File: src/design/cis_pkg.sv
`default_nettype none
package cis_pkg;

   ////////////////////////////////////////////////////////////////////////////////
   // vector table, high byte address of each pair
   localparam logic [15:0] VEC_RESET = 16'h1FFE;
   localparam logic [15:0] VEC_TRAP  = 16'h1FFC;
   localparam logic [15:0] VEC_EXT   = 16'h1FFA;
   localparam logic [15:0] VEC_TMR   = 16'h1FF8;

   ////////////////////////////////////////////////////////////////////////////////
   // entry sequence step counts
   localparam logic [3:0] CNT_PUSH_FIRST = 4'h1;
   localparam logic [3:0] CNT_PUSH_LAST  = 4'h5;
   localparam logic [3:0] CNT_MASK_SET   = 4'h6;
   localparam logic [3:0] CNT_RESOLVE    = 4'h7;
   localparam logic [3:0] CNT_VEC_HI     = 4'h8;
   localparam logic [3:0] CNT_VEC_LO     = 4'h9;
   localparam logic [3:0] CNT_END        = 4'hA;

   ////////////////////////////////////////////////////////////////////////////////
   // register offsets (byte addresses)
   localparam logic [7:0] OFS_OPTION = 8'h00;
   localparam logic [7:0] OFS_STATE  = 8'h04;
   localparam logic [7:0] OFS_EVT    = 8'h08;
   localparam logic [7:0] OFS_EMASK  = 8'h0C;

   // option_config_reg fields and reset value
   localparam int         OPT_LEVEL   = 0;
   localparam int         OPT_KEY     = 1;
   localparam logic [1:0] OPT_RESET   = 2'h0;

   // event status bits
   localparam int EVT_RESET = 0;
   localparam int EVT_TRAP  = 1;
   localparam int EVT_EXT   = 2;
   localparam int EVT_TMR   = 3;
   localparam int EVT_RET   = 4;
   localparam int EVT_W     = 5;

   // bus answers
   localparam logic [1:0] RESP_OKAY   = 2'h0;
   localparam logic [1:0] RESP_SLVERR = 2'h2;

   ////////////////////////////////////////////////////////////////////////////////
   // types
   typedef enum logic [1:0] {SRC_RESET, SRC_TRAP, SRC_EXT, SRC_TMR} cis_src_t;
   typedef enum logic [1:0] {ST_IDLE, ST_ENTRY, ST_RETURN} cis_state_t;

   typedef struct packed {
      logic        push;
      logic        pop;
      logic        vec_rd;
      logic [15:0] vec_addr;
   } cis_seq_t;

endpackage

`default_nettype wire

File: src/design/cis_sequencer.sv
`timescale 1ns/10ps
`default_nettype none

// What this block does
// - hardware requests wait for instruction end
// - hardware enters only if unmasked; timer source also needs enable
// - stack registers, set mask, fetch vector
// - higher hardware vector address wins at fetch
// - any reset fetches reset vector, sets mask
// - return restores state from stack
// - soft trap ignores mask, hardware first
// - soft trap uses vector below reset
// - mask bit blocks external and timer sources, not reset pin
// - falling edge latched, latch or low requests
// - edge-only mode ignores pin level
// - key inputs behave like request pin
// - latch clears at external vector read
// - pin still low at return retriggers in level mode
// - timer flags gated by enables share vector
module cis_sequencer #(
   parameter int KEYS = 8
) (
   input  wire logic                 ref_clk_i,
   input  wire logic                 rst_n_i,
   // core handshake
   input  wire logic                 instr_done_i,
   input  wire logic                 soft_trap_instr_i,
   input  wire logic                 return_from_trap_instr_i,
   input  wire logic                 restore_mask_i,
   input  wire logic                 set_mask_i,
   input  wire logic                 clr_mask_i,
   // pins
   input  wire logic                 reset_pin_n_i,
   input  wire logic                 irq_pin_n_i,
   input  wire logic [KEYS-1:0]      key_pins_n_i,
   // timer
   input  wire logic [2:0]           timer_flags_i,
   input  wire logic [2:0]           timer_ena_i,
   // sequencer outputs
   output cis_pkg::cis_seq_t         seq_o,
   output logic                      mask_bit_o,
   output logic                      busy_o,
   output logic                      irq_o,
   // axi4-lite slave
   input  wire logic [7:0]           s_axi_awaddr,
   input  wire logic                 s_axi_awvalid,
   output logic                      s_axi_awready,
   input  wire logic [31:0]          s_axi_wdata,
   input  wire logic [3:0]           s_axi_wstrb,
   input  wire logic                 s_axi_wvalid,
   output logic                      s_axi_wready,
   output logic [1:0]                s_axi_bresp,
   output logic                      s_axi_bvalid,
   input  wire logic                 s_axi_bready,
   input  wire logic [7:0]           s_axi_araddr,
   input  wire logic                 s_axi_arvalid,
   output logic                      s_axi_arready,
   output logic [31:0]               s_axi_rdata,
   output logic [1:0]                s_axi_rresp,
   output logic                      s_axi_rvalid,
   input  wire logic                 s_axi_rready
);

   if (KEYS < 1 || KEYS > 8) begin : g_chk
      $error("KEYS must be 1 to 8");
   end

   localparam int SW = KEYS + 2;   // keys, request pin, reset pin

   ////////////////////////////////////////////////////////////////////////////////
   // pin synchronisers: three stages, level moves when stages two and three agree
   logic [SW-1:0] s1_q, s2_q, s3_q, filt_q;
   logic [SW-1:0] raw;

   assign raw = {reset_pin_n_i, irq_pin_n_i, key_pins_n_i};

   for (genvar i = 0; i < SW; i++) begin : g_sync
      always_ff @(posedge ref_clk_i) begin
         if (!rst_n_i) begin
            s1_q[i]   <= 1'b1;
            s2_q[i]   <= 1'b1;
            s3_q[i]   <= 1'b1;
            filt_q[i] <= 1'b1;
         end else begin
            s1_q[i] <= raw[i];
            s2_q[i] <= s1_q[i];
            s3_q[i] <= s2_q[i];
            if (s2_q[i] == s3_q[i]) begin
               filt_q[i] <= s3_q[i];
            end
         end
      end
   end

   ////////////////////////////////////////////////////////////////////////////////
   // state
   cis_pkg::cis_state_t state_q, state_d;
   cis_pkg::cis_src_t   src_q, src_d;
   cis_pkg::cis_seq_t   seq_q, seq_d;
   logic [3:0]          cnt_q, cnt_d;
   logic                mask_q, mask_d;
   logic                trap_q, trap_d;
   logic                latch_q, latch_d;
   logic                line_q;
   logic                busy_q;
   logic [1:0]          opt_q, opt_d;
   logic [cis_pkg::EVT_W-1:0] evt_q, evt_d, emask_q, emask_d, evt_set;
   logic                irq_q, irq_d;

   logic line_n, ext_req, tmr_req, hw_req, pin_rst;

   // key inputs merged into request line
   assign line_n  = filt_q[KEYS] & (~opt_q[cis_pkg::OPT_KEY] | (&filt_q[KEYS-1:0]));
   assign ext_req = latch_q | (opt_q[cis_pkg::OPT_LEVEL] & ~line_n);
   assign tmr_req = |(timer_flags_i & timer_ena_i);
   assign hw_req  = ~mask_q & (ext_req | tmr_req);
   assign pin_rst = ~filt_q[KEYS+1];

   // vector of a source
   function automatic logic [15:0] vec_of(input cis_pkg::cis_src_t s);
      logic [15:0] v;
      case (s)
         cis_pkg::SRC_RESET: v = cis_pkg::VEC_RESET;
         cis_pkg::SRC_TRAP:  v = cis_pkg::VEC_TRAP;
         cis_pkg::SRC_EXT:   v = cis_pkg::VEC_EXT;
         default:            v = cis_pkg::VEC_TMR;
      endcase
      return v;
   endfunction

   ////////////////////////////////////////////////////////////////////////////////
   // sequencer next state
   always_comb begin
      state_d = state_q;
      src_d   = src_q;
      cnt_d   = cnt_q;
      mask_d  = mask_q;
      seq_d   = '0;
      evt_set = '0;
      // soft trap held until served
      trap_d  = trap_q | soft_trap_instr_i;
      // catch falling edge, set wins over clear
      latch_d = latch_q;
      if (state_q == cis_pkg::ST_ENTRY && cnt_q == cis_pkg::CNT_VEC_LO
          && src_q == cis_pkg::SRC_EXT) begin
         latch_d = 1'b0;
      end
      if (line_q & ~line_n) begin
         latch_d = 1'b1;
      end
      case (state_q)
         cis_pkg::ST_IDLE: begin
            if (set_mask_i) begin
               mask_d = 1'b1;
            end else if (clr_mask_i) begin
               mask_d = 1'b0;
            end
            if (instr_done_i && hw_req) begin
               state_d = cis_pkg::ST_ENTRY;
               cnt_d   = cis_pkg::CNT_PUSH_FIRST;
               src_d   = ext_req ? cis_pkg::SRC_EXT : cis_pkg::SRC_TMR;
            end else if (trap_q) begin
               state_d = cis_pkg::ST_ENTRY;
               cnt_d   = cis_pkg::CNT_PUSH_FIRST;
               src_d   = cis_pkg::SRC_TRAP;
               trap_d  = soft_trap_instr_i;
            end else if (return_from_trap_instr_i) begin
               state_d = cis_pkg::ST_RETURN;
               cnt_d   = cis_pkg::CNT_PUSH_FIRST;
            end
         end
         cis_pkg::ST_ENTRY: begin
            cnt_d = cnt_q + 4'h1;
            if (cnt_q <= cis_pkg::CNT_PUSH_LAST) begin
               seq_d.push = 1'b1;
            end
            if (cnt_q == cis_pkg::CNT_MASK_SET) begin
               mask_d = 1'b1;
            end
            if (cnt_q == cis_pkg::CNT_RESOLVE && src_q != cis_pkg::SRC_RESET
                && src_q != cis_pkg::SRC_TRAP) begin
               if (ext_req) begin
                  src_d = cis_pkg::SRC_EXT;
               end else if (tmr_req) begin
                  src_d = cis_pkg::SRC_TMR;
               end
            end
            if (cnt_q == cis_pkg::CNT_VEC_HI) begin
               seq_d.vec_rd   = 1'b1;
               seq_d.vec_addr = vec_of(src_q);
            end
            if (cnt_q == cis_pkg::CNT_VEC_LO) begin
               seq_d.vec_rd   = 1'b1;
               seq_d.vec_addr = vec_of(src_q) + 16'h0001;
            end
            if (cnt_q == cis_pkg::CNT_END) begin
               state_d = cis_pkg::ST_IDLE;
               cnt_d   = '0;
               case (src_q)
                  cis_pkg::SRC_RESET: evt_set[cis_pkg::EVT_RESET] = 1'b1;
                  cis_pkg::SRC_TRAP:  evt_set[cis_pkg::EVT_TRAP]  = 1'b1;
                  cis_pkg::SRC_EXT:   evt_set[cis_pkg::EVT_EXT]   = 1'b1;
                  default:            evt_set[cis_pkg::EVT_TMR]   = 1'b1;
               endcase
            end
         end
         cis_pkg::ST_RETURN: begin
            seq_d.pop = 1'b1;
            cnt_d     = cnt_q + 4'h1;
            if (cnt_q == cis_pkg::CNT_PUSH_FIRST) begin
               mask_d = restore_mask_i;
            end
            if (cnt_q == cis_pkg::CNT_PUSH_LAST) begin
               state_d = cis_pkg::ST_IDLE;
               cnt_d   = '0;
               evt_set[cis_pkg::EVT_RET] = 1'b1;
            end
         end
         default: begin
            state_d = cis_pkg::ST_IDLE;
            cnt_d   = '0;
         end
      endcase
      // reset pin restarts at reset vector
      if (pin_rst) begin
         state_d = cis_pkg::ST_ENTRY;
         cnt_d   = cis_pkg::CNT_MASK_SET;
         src_d   = cis_pkg::SRC_RESET;
         mask_d  = 1'b1;
         seq_d   = '0;
         trap_d  = 1'b0;
         latch_d = 1'b0;
      end
   end

   // sequencer registers
   always_ff @(posedge ref_clk_i) begin
      if (!rst_n_i) begin
         state_q <= cis_pkg::ST_ENTRY;
         cnt_q   <= cis_pkg::CNT_MASK_SET;
         src_q   <= cis_pkg::SRC_RESET;
         mask_q  <= 1'b1;
         seq_q   <= '0;
         trap_q  <= 1'b0;
         latch_q <= 1'b0;
         line_q  <= 1'b1;
         busy_q  <= 1'b1;
      end else begin
         state_q <= state_d;
         cnt_q   <= cnt_d;
         src_q   <= src_d;
         mask_q  <= mask_d;
         seq_q   <= seq_d;
         trap_q  <= trap_d;
         latch_q <= latch_d;
         line_q  <= line_n;
         busy_q  <= (state_d != cis_pkg::ST_IDLE);
      end
   end

   ////////////////////////////////////////////////////////////////////////////////
   // axi4-lite slave
   logic        aw_got_q, aw_got_d, w_got_q, w_got_d;
   logic [7:0]  awaddr_q, awaddr_d;
   logic [31:0] wdata_q, wdata_d;
   logic        wstrb0_q, wstrb0_d;
   logic        awready_q, awready_d, wready_q, wready_d;
   logic        bvalid_q, bvalid_d, arready_q, arready_d, rvalid_q, rvalid_d;
   logic [1:0]  bresp_q, bresp_d, rresp_q, rresp_d;
   logic [31:0] rdata_q, rdata_d;
   logic        do_wr;

   // bus next state and register writes
   always_comb begin
      aw_got_d = aw_got_q | (s_axi_awvalid & awready_q);
      w_got_d  = w_got_q | (s_axi_wvalid & wready_q);
      awaddr_d = (s_axi_awvalid & awready_q) ? s_axi_awaddr : awaddr_q;
      wdata_d  = (s_axi_wvalid & wready_q) ? s_axi_wdata : wdata_q;
      wstrb0_d = (s_axi_wvalid & wready_q) ? s_axi_wstrb[0] : wstrb0_q;
      bvalid_d = bvalid_q & ~s_axi_bready;
      bresp_d  = bresp_q;
      opt_d    = opt_q;
      emask_d  = emask_q;
      evt_d    = evt_q;
      do_wr    = aw_got_q & w_got_q & ~bvalid_q;
      if (do_wr) begin
         aw_got_d = 1'b0;
         w_got_d  = 1'b0;
         bvalid_d = 1'b1;
         bresp_d  = cis_pkg::RESP_OKAY;
         case (awaddr_q)
            cis_pkg::OFS_OPTION: if (wstrb0_q) opt_d = wdata_q[1:0];
            cis_pkg::OFS_STATE:  ;
            cis_pkg::OFS_EVT:    if (wstrb0_q) evt_d = evt_q & ~wdata_q[cis_pkg::EVT_W-1:0];
            cis_pkg::OFS_EMASK:  if (wstrb0_q) emask_d = wdata_q[cis_pkg::EVT_W-1:0];
            default:             bresp_d = cis_pkg::RESP_SLVERR;
         endcase
      end
      // events set over a same-cycle clear
      evt_d     = evt_d | evt_set;
      awready_d = ~aw_got_d & ~bvalid_d;
      wready_d  = ~w_got_d & ~bvalid_d;
      irq_d     = |(evt_d & emask_d);
      // read path
      rvalid_d  = rvalid_q & ~s_axi_rready;
      rdata_d   = rdata_q;
      rresp_d   = rresp_q;
      if (s_axi_arvalid & arready_q) begin
         rvalid_d = 1'b1;
         rresp_d  = cis_pkg::RESP_OKAY;
         rdata_d  = '0;
         case (s_axi_araddr)
            cis_pkg::OFS_OPTION: rdata_d[1:0] = opt_q;
            cis_pkg::OFS_STATE:  rdata_d[9:0] = {src_q, 3'h0, busy_q, tmr_req,
                                                 ext_req, latch_q, mask_q};
            cis_pkg::OFS_EVT:    rdata_d[cis_pkg::EVT_W-1:0] = evt_q;
            cis_pkg::OFS_EMASK:  rdata_d[cis_pkg::EVT_W-1:0] = emask_q;
            default:             rresp_d = cis_pkg::RESP_SLVERR;
         endcase
      end
      arready_d = ~rvalid_d;
   end

   // bus registers
   always_ff @(posedge ref_clk_i) begin
      if (!rst_n_i) begin
         aw_got_q  <= 1'b0;
         w_got_q   <= 1'b0;
         awaddr_q  <= '0;
         wdata_q   <= '0;
         wstrb0_q  <= 1'b0;
         awready_q <= 1'b0;
         wready_q  <= 1'b0;
         bvalid_q  <= 1'b0;
         bresp_q   <= cis_pkg::RESP_OKAY;
         arready_q <= 1'b0;
         rvalid_q  <= 1'b0;
         rresp_q   <= cis_pkg::RESP_OKAY;
         rdata_q   <= '0;
         opt_q     <= cis_pkg::OPT_RESET;
         evt_q     <= '0;
         emask_q   <= '0;
         irq_q     <= 1'b0;
      end else begin
         aw_got_q  <= aw_got_d;
         w_got_q   <= w_got_d;
         awaddr_q  <= awaddr_d;
         wdata_q   <= wdata_d;
         wstrb0_q  <= wstrb0_d;
         awready_q <= awready_d;
         wready_q  <= wready_d;
         bvalid_q  <= bvalid_d;
         bresp_q   <= bresp_d;
         arready_q <= arready_d;
         rvalid_q  <= rvalid_d;
         rresp_q   <= rresp_d;
         rdata_q   <= rdata_d;
         opt_q     <= opt_d;
         evt_q     <= evt_d;
         emask_q   <= emask_d;
         irq_q     <= irq_d;
      end
   end

   ////////////////////////////////////////////////////////////////////////////////
   // outputs
   assign seq_o         = seq_q;
   assign mask_bit_o    = mask_q;
   assign busy_o        = busy_q;
   assign irq_o         = irq_q;
   assign s_axi_awready = awready_q;
   assign s_axi_wready  = wready_q;
   assign s_axi_bvalid  = bvalid_q;
   assign s_axi_bresp   = bresp_q;
   assign s_axi_arready = arready_q;
   assign s_axi_rvalid  = rvalid_q;
   assign s_axi_rdata   = rdata_q;
   assign s_axi_rresp   = rresp_q;

endmodule

`default_nettype wire

File: config.mk
export PLATFORM = sky130hd
export DESIGN_NAME = cis_sequencer
export DESIGN_NICKNAME = d
export VERILOG_FILES = /design/src/design/cis_pkg.sv /design/src/design/cis_sequencer.sv
export SDC_FILE = /design/constraint.sdc
export NUM_CORES = 1
export LEC_CHECK = 0
export BUFFER_PORTS_ARGS = -buffer_cell sky130_fd_sc_hd__buf_2
export CORE_UTILIZATION = 46
export DETAILED_ROUTE_END_ITERATION = 8
export HOLD_SLACK_MARGIN = 0.08
export PLACE_DENSITY_LB_ADDON = 0.3
export SLEW_MARGIN = 20
export SYNTH_ARGS = -nofsm -noshare
export SYNTH_HDL_FRONTEND = slang
export SYNTH_SLANG_ARGS = --single-unit
File: constraint.sdc
create_clock -name ref_clk_i -period 2.45 [get_ports ref_clk_i]
set_input_delay 0.1225 -clock ref_clk_i [delete_from_list [all_inputs] [get_ports ref_clk_i]]
set_output_delay 0.1225 -clock ref_clk_i [all_outputs]
set_load 0.1 [all_outputs]
Word-level counts from Yosys, hierarchy flattened
Cells that the tools add are included.
{ "op_classes": {"bitwise": 34, "order_cmp": 1, "reduce_logical": 25, "muxes": 60, "addsub": 2, "n_eq_ne": 35} }
{ "op_table": {"columns": ["cell", "n"], "rows": [
  ["$mux W5", 7],
  ["$mux W17", 2],
  ["$eq A8 B4 Y1 const B", 4],
  ["$mux W16", 2],
  ["$mux W4", 7],
  ["$mux W2", 13],
  ["$mux W1", 22],
  ["$pmux W3 S3", 2],
  ["$add A16 B1 Y16 const B", 1],
  ["$eq A8 B3 Y1 const B", 2],
  ["$logic_not A8 Y1", 2],
  ["$and A1 B1 Y1", 13],
  ["$eq A4 B3 Y1 const B", 3],
  ["$eq A4 B4 Y1 const B", 3],
  ["$pmux W4 S3", 1],
  ["$and A5 B5 Y5", 2],
  ["$eq A1 B1 Y1", 10],
  ["$not A1 Y1", 10],
  ["$ne A3 B3 Y1 const B", 3],
  ["$pmux W2 S4", 1],
  ["$reduce_and A4 Y1", 2],
  ["$reduce_and A8 Y1", 1],
  ["$reduce_bool A2 Y1", 4],
  ["$reduce_or A4 Y1", 2],
  ["other kinds (22)", 38]
]} }
{ "word_totals": {"in_bits": 81, "word_cells": 226, "ff_bits": 120, "out_inout_bits": 63} }

Depth between registers and ports, before layout
{ "depth": {"word_depth": 13, "mapped_depth": 8, "ltp_nobuf": 8} }

Least setup slack after synthesis
OpenSTA, ideal clock, no wires.
{ "synth_path": {"path_type": "reg-to-reg", "startpoint": "register bvalid_q (netlist: s_axi_bvalid)", "endpoint": "register irq_q (netlist: irq_o)", "setup_ns": 0.125, "stages_incl_launch_ff": 7, "setup_slack_ns": -0.101, "period_less_slack_ns": 2.551, "n_path_buf": 0, "t_required_ns": 2.325, "arrival_ns": 2.426, "cell_sequence": "dfxtp_1 > nand4b_1 > or4_4 > or3b_1 > a21oi_1 > o32ai_1 > o41a_1"} }
{ "synth_between": {"elab_chain_len": 6, "elab_cells_between_ends": 7, "cone_classes": "mux (2); bitwise (4); reduce/logical (1)"} }
{ "synth_lines": {"columns": ["item", "line", "text"], "rows": [
  ["from (decl)", "cis_sequencer.sv:268", "logic bvalid_q, bvalid_d, arready_q, arready_d, rvalid_q, rvalid_d;"],
  ["from (signal assigned)", "cis_sequencer.sv:352", "bvalid_q <= bvalid_d;"],
  ["$not A1 Y1 (*)", "cis_sequencer.sv:285", "do_wr = aw_got_q & w_got_q & ~bvalid_q;"],
  ["$and A1 B1 Y1 (*)", "cis_sequencer.sv:285", null],
  ["$mux W5", "cis_sequencer.sv:286", "if (do_wr) begin"],
  ["$or A5 B5 Y5", "cis_sequencer.sv:300", "evt_d = evt_d | evt_set;"],
  ["$and A5 B5 Y5 (*)", "cis_sequencer.sv:303", "irq_d = |(evt_d & emask_d);"],
  ["$reduce_or A5 Y1 (*)", "cis_sequencer.sv:303", null],
  ["to (signal assigned)", "cis_sequencer.sv:361", "irq_q <= irq_d;"],
  ["to (decl)", "cis_sequencer.sv:108", "logic irq_q, irq_d;"]
]} }
Every way passes the cells marked *; elsewhere a longest branch is shown, timed or not.
A chain may end at the register's enable or synchronous reset.

Worst setup path in the final report
{ "layout_path": {"startpoint": "register awaddr_q[0]", "endpoint": "register irq_q (netlist: irq_o)"} }
{ "layout_between": {"elab_chain_len": 6, "elab_cells_between_ends": 9, "cone_classes": "eq/ne (2); mux (4); bitwise (2); reduce/logical (1)"} }
{ "layout_lines": {"columns": ["item", "line", "text"], "rows": [
  ["from (decl)", "cis_sequencer.sv:264", "logic [7:0] awaddr_q, awaddr_d;"],
  ["from (signal assigned)", "cis_sequencer.sv:347", "awaddr_q <= awaddr_d;"],
  ["$eq A8 B4 Y1", "cis_sequencer.sv:291", "case (awaddr_q)"],
  ["$mux W5", "cis_sequencer.sv:291", null],
  ["$mux W5", "cis_sequencer.sv:286", null],
  ["$or A5 B5 Y5", "cis_sequencer.sv:300", null],
  ["$and A5 B5 Y5 (*)", "cis_sequencer.sv:303", null],
  ["$reduce_or A5 Y1 (*)", "cis_sequencer.sv:303", null]
]} }
Marks and branches as above.

==> summary.txt <==
vias per cell -> 5.094
DRT antenna net count -> 0
Pleak -> 0.002186 uW
failing checks -> negative setup slack
dominant cells by area after synthesis -> dfxtp_1 47%, buf_4 6.9%, a21oi_1 6.4%
Synth Area in Adders -> 0.01146
CP arrival -> 2750 ps
first-pass GRT wire length -> 14.53 mm
busiest grt layer -> met2
Synth area leader -> dfxtp_1
vias -> 3734
most common cell in the synthesized netlist -> dfxtp_1
largest net degree at the start of global routing -> 38
Setup Skew -> 10.35 ps
Die W -> 99.43 um
number of synthesized register bits -> 102
final worst path period share -> 1.020
clk buf depth -> 2
Rows -> 35
fmax -> 0.4000 GHz
Synth cell types -> 56
worst hold start -> s_axi_araddr[1]
Setup CP Type -> reg -> reg
Gate Count Post-Synth -> 507
worst hold endpoint -> s_axi_rdata[2]
Root Buffer -> clkbuf_8
Post-synth ARST share -> 0
Syn. warnings -> 0
mapped cell area -> 0.004367 mm^2
number of antenna violations at the first check in global routing -> 0
post-DP HPWL -> 6.230 mm
Die Height -> 99.43 um
Layout area overhead -> 20.11%
clk slew on worst S/H paths -> 90 ps
unrepaired setup endpoints after global routing -> true
met1 Usage GRT -> 0.2192
largest family of logic cells by synthesized area -> simple AND/OR/NAND/NOR gates
final design utilization -> 0.5703
sequential share of the synthesized area -> 0.4676
GRT Util Overall -> 0.1850
Routed WL -> 8.839 mm
Initial Util -> 0.4748
Final Hold Vio Count -> 0
worst hold path type -> in -> reg
post-CTS setup buffers -> 0
Max-cap violations -> 0
FF-to-FF End -> irq_o
crit end category -> flip-flop
vias in the first global route -> 3325
Final Cell Area -> 0.005245 mm^2
met3 usage -> 0.05622
Critical Path Source Type -> flip-flop
num ports -> 144
fin. max-slew vios -> 0
xor and xnor fraction of the mapped netlist area -> 0
RePlAce Congestion -> 0.8693
top cells by count, synth -> 102 x dfxtp_1, 56 x a21oi_1, 53 x nand2_1
# setup viols final -> 1
top cell type's share of synthesized area -> 0.4676
DRC -> 0
crit-path max FO -> 4
CTS tree -> done
Synth Flop Type -> dfxtp_1
crit path time final -> 2500 ps
Synth Area in Simple Gates -> 0.2436
Worst Slack Setup Final -> -49.81 ps
I/O Buffers -> 83
Synth Area in Compound Gates -> 0.1479
Hold Path Depth -> 4
reg-to-reg startpoint -> awaddr_q[0]
Slew headroom -> 0.5867
layout cells sized above 1 -> 0.2058
Core Region -> 0.009196 mm^2
antenna cell count -> 0
Required @ worst endpoint -> 2700 ps
total power -> 4035 uW
routed length per instance -> 12.06 um
post-synthesis mux area share -> 0.02264
flop2flop setup slack -> -50 ps
VDD IR max -> 330.7 uV
first-pass iteration count of the detailed router -> 5
PD cells -> 769.3 mW/mm^2
Initial DRC Count -> 234
total CTS buffers -> 9
total gr overflow -> 0
clk sinks -> 102
H-tree lvl count -> 3
Die ar. -> 0.009886 mm^2
Placed Area -> 0.004711 mm^2
Post-synth EDFFs -> 0
Tightest Pin Transition -> 619.0 ps
Layout Nets -> 702
Register-to-Register Path Depth -> 6
Syn Area/Cell -> 8.613 um^2
outcome -> complete, but fails checks
met2 Track Usage GR -> 0.3162
worst skew pair latency -> 370 ps
[worst max-delay path by stage]
stage / from / end / cells after the start / slack [ps]
2_1_floorplan: awaddr_q[0] / irq_o / 6 / 60
3_3_place_gp: awaddr_q[0] / irq_o / 6 / 6
3_5_place_dp: awaddr_q[0] / irq_o / 6 / -30
4_1_cts: awaddr_q[0] / irq_o / 6 / -60
5_1_grt: awaddr_q[0] / irq_o / 6 / -120
6_report: awaddr_q[0] / irq_o / 6 / -50
[where the power goes]
part           total [uW]  internal (uW)  switching [uW]
sequential           1870           1770             102
clock                 998            416             582
combinational        1170            351             815
[worst max-delay path, stage by stage (launching register included)]
cell and delay (ps):
dfxtp_2 330, or4_4 530, or4_4 520, or3b_4 390, a21oi_2 140, o32ai_1 80
o41a_1 400
[cells by family (layout without fill, tap and decap cells)]
logic type / count (synthesis) / after routing
multiplexers: 7 / 7
AO/OA/AOI/OAI: 111 / 111
AND/OR/NAND/NOR: 209 / 209
other: 1 / 30
buffers and inverters: 73 / 159
adder cells (fa/ha/maj): 4 / 4
flip-flops: 102 / 102
[cell usage in the layout, fill, tap and decap left out, types with 3 or more instances in the layout]
cell / netlist / layout
a21oi_1: 56 / 55
a22oi_1: 4 / 4
and2_1: 7 / 7
and3_1: 4 / 4
buf_2: 3 / 83
buf_4: 40 / 12
clkbuf_8: 2 / 10
conb_1: 1 / 30
dfxtp_1: 102 / 100
dlygate4sd3_1: 0 / 34
ha_1: 4 / 4
inv_1: 13 / 13
inv_6: 0 / 3
mux2_2: 3 / 3
nand2_1: 53 / 53
nand2b_1: 38 / 38
nand3_1: 19 / 19
nand3b_1: 6 / 6
nor2_1: 48 / 48
nor2b_1: 5 / 5
nor3_1: 8 / 8
nor4_1: 3 / 3
o21ai_0: 24 / 24
o22ai_1: 6 / 6
o31ai_1: 3 / 3
[routing by layer]
layer,wire length [um],vias to the layer above
li1,-,1880
met1,3925,1686
met2,4194,155
met3,588,13
met4,130,0
met5,0,-
[state kept, by name (all words and copies together) (netlist names), 2 cells and up]
register,flops
evt_q,5
s2_q,10
s_axi_rdata,7
awaddr_q,8
src_q,2
wdata_q,5
seq_o,6
opt_q,2
state_q,2
s1_q,10
cnt_q,4
s3_q,10
filt_q,10
emask_q,5
[cell type report]
class | instances | area (um^2)
fill | 848 | 3951
tap | 111 | 138.9
clock inverter | 5 | 45.04
sequential | 102 | 2044
timing repair buffer | 129 | 845.8
inverter | 14 | 52.55
clock buffer | 11 | 141.4
multi-input combinational | 361 | 1977
[through the flow]
stage          instances  setup TNS, ps  hold slack (ps)  setup WS, ps
2_1_floorplan        536              0            224.0         62.72
3_5_place_dp         683         -33.16            306.5        -33.16
6_report             733         -49.81            113.7        -49.81
3_3_place_gp         683              0            300.5         6.460
5_1_grt              733         -124.9            109.4        -124.9
4_1_cts              733         -55.06            93.53        -55.06
[timing repair]
item	in CTS	in global routing
resized for setup	1	2
setup endpoints to repair	1	1
hold buffers	34	0
endpoints found under the hold margin	28	0
(Power assumes the default switching activity.)
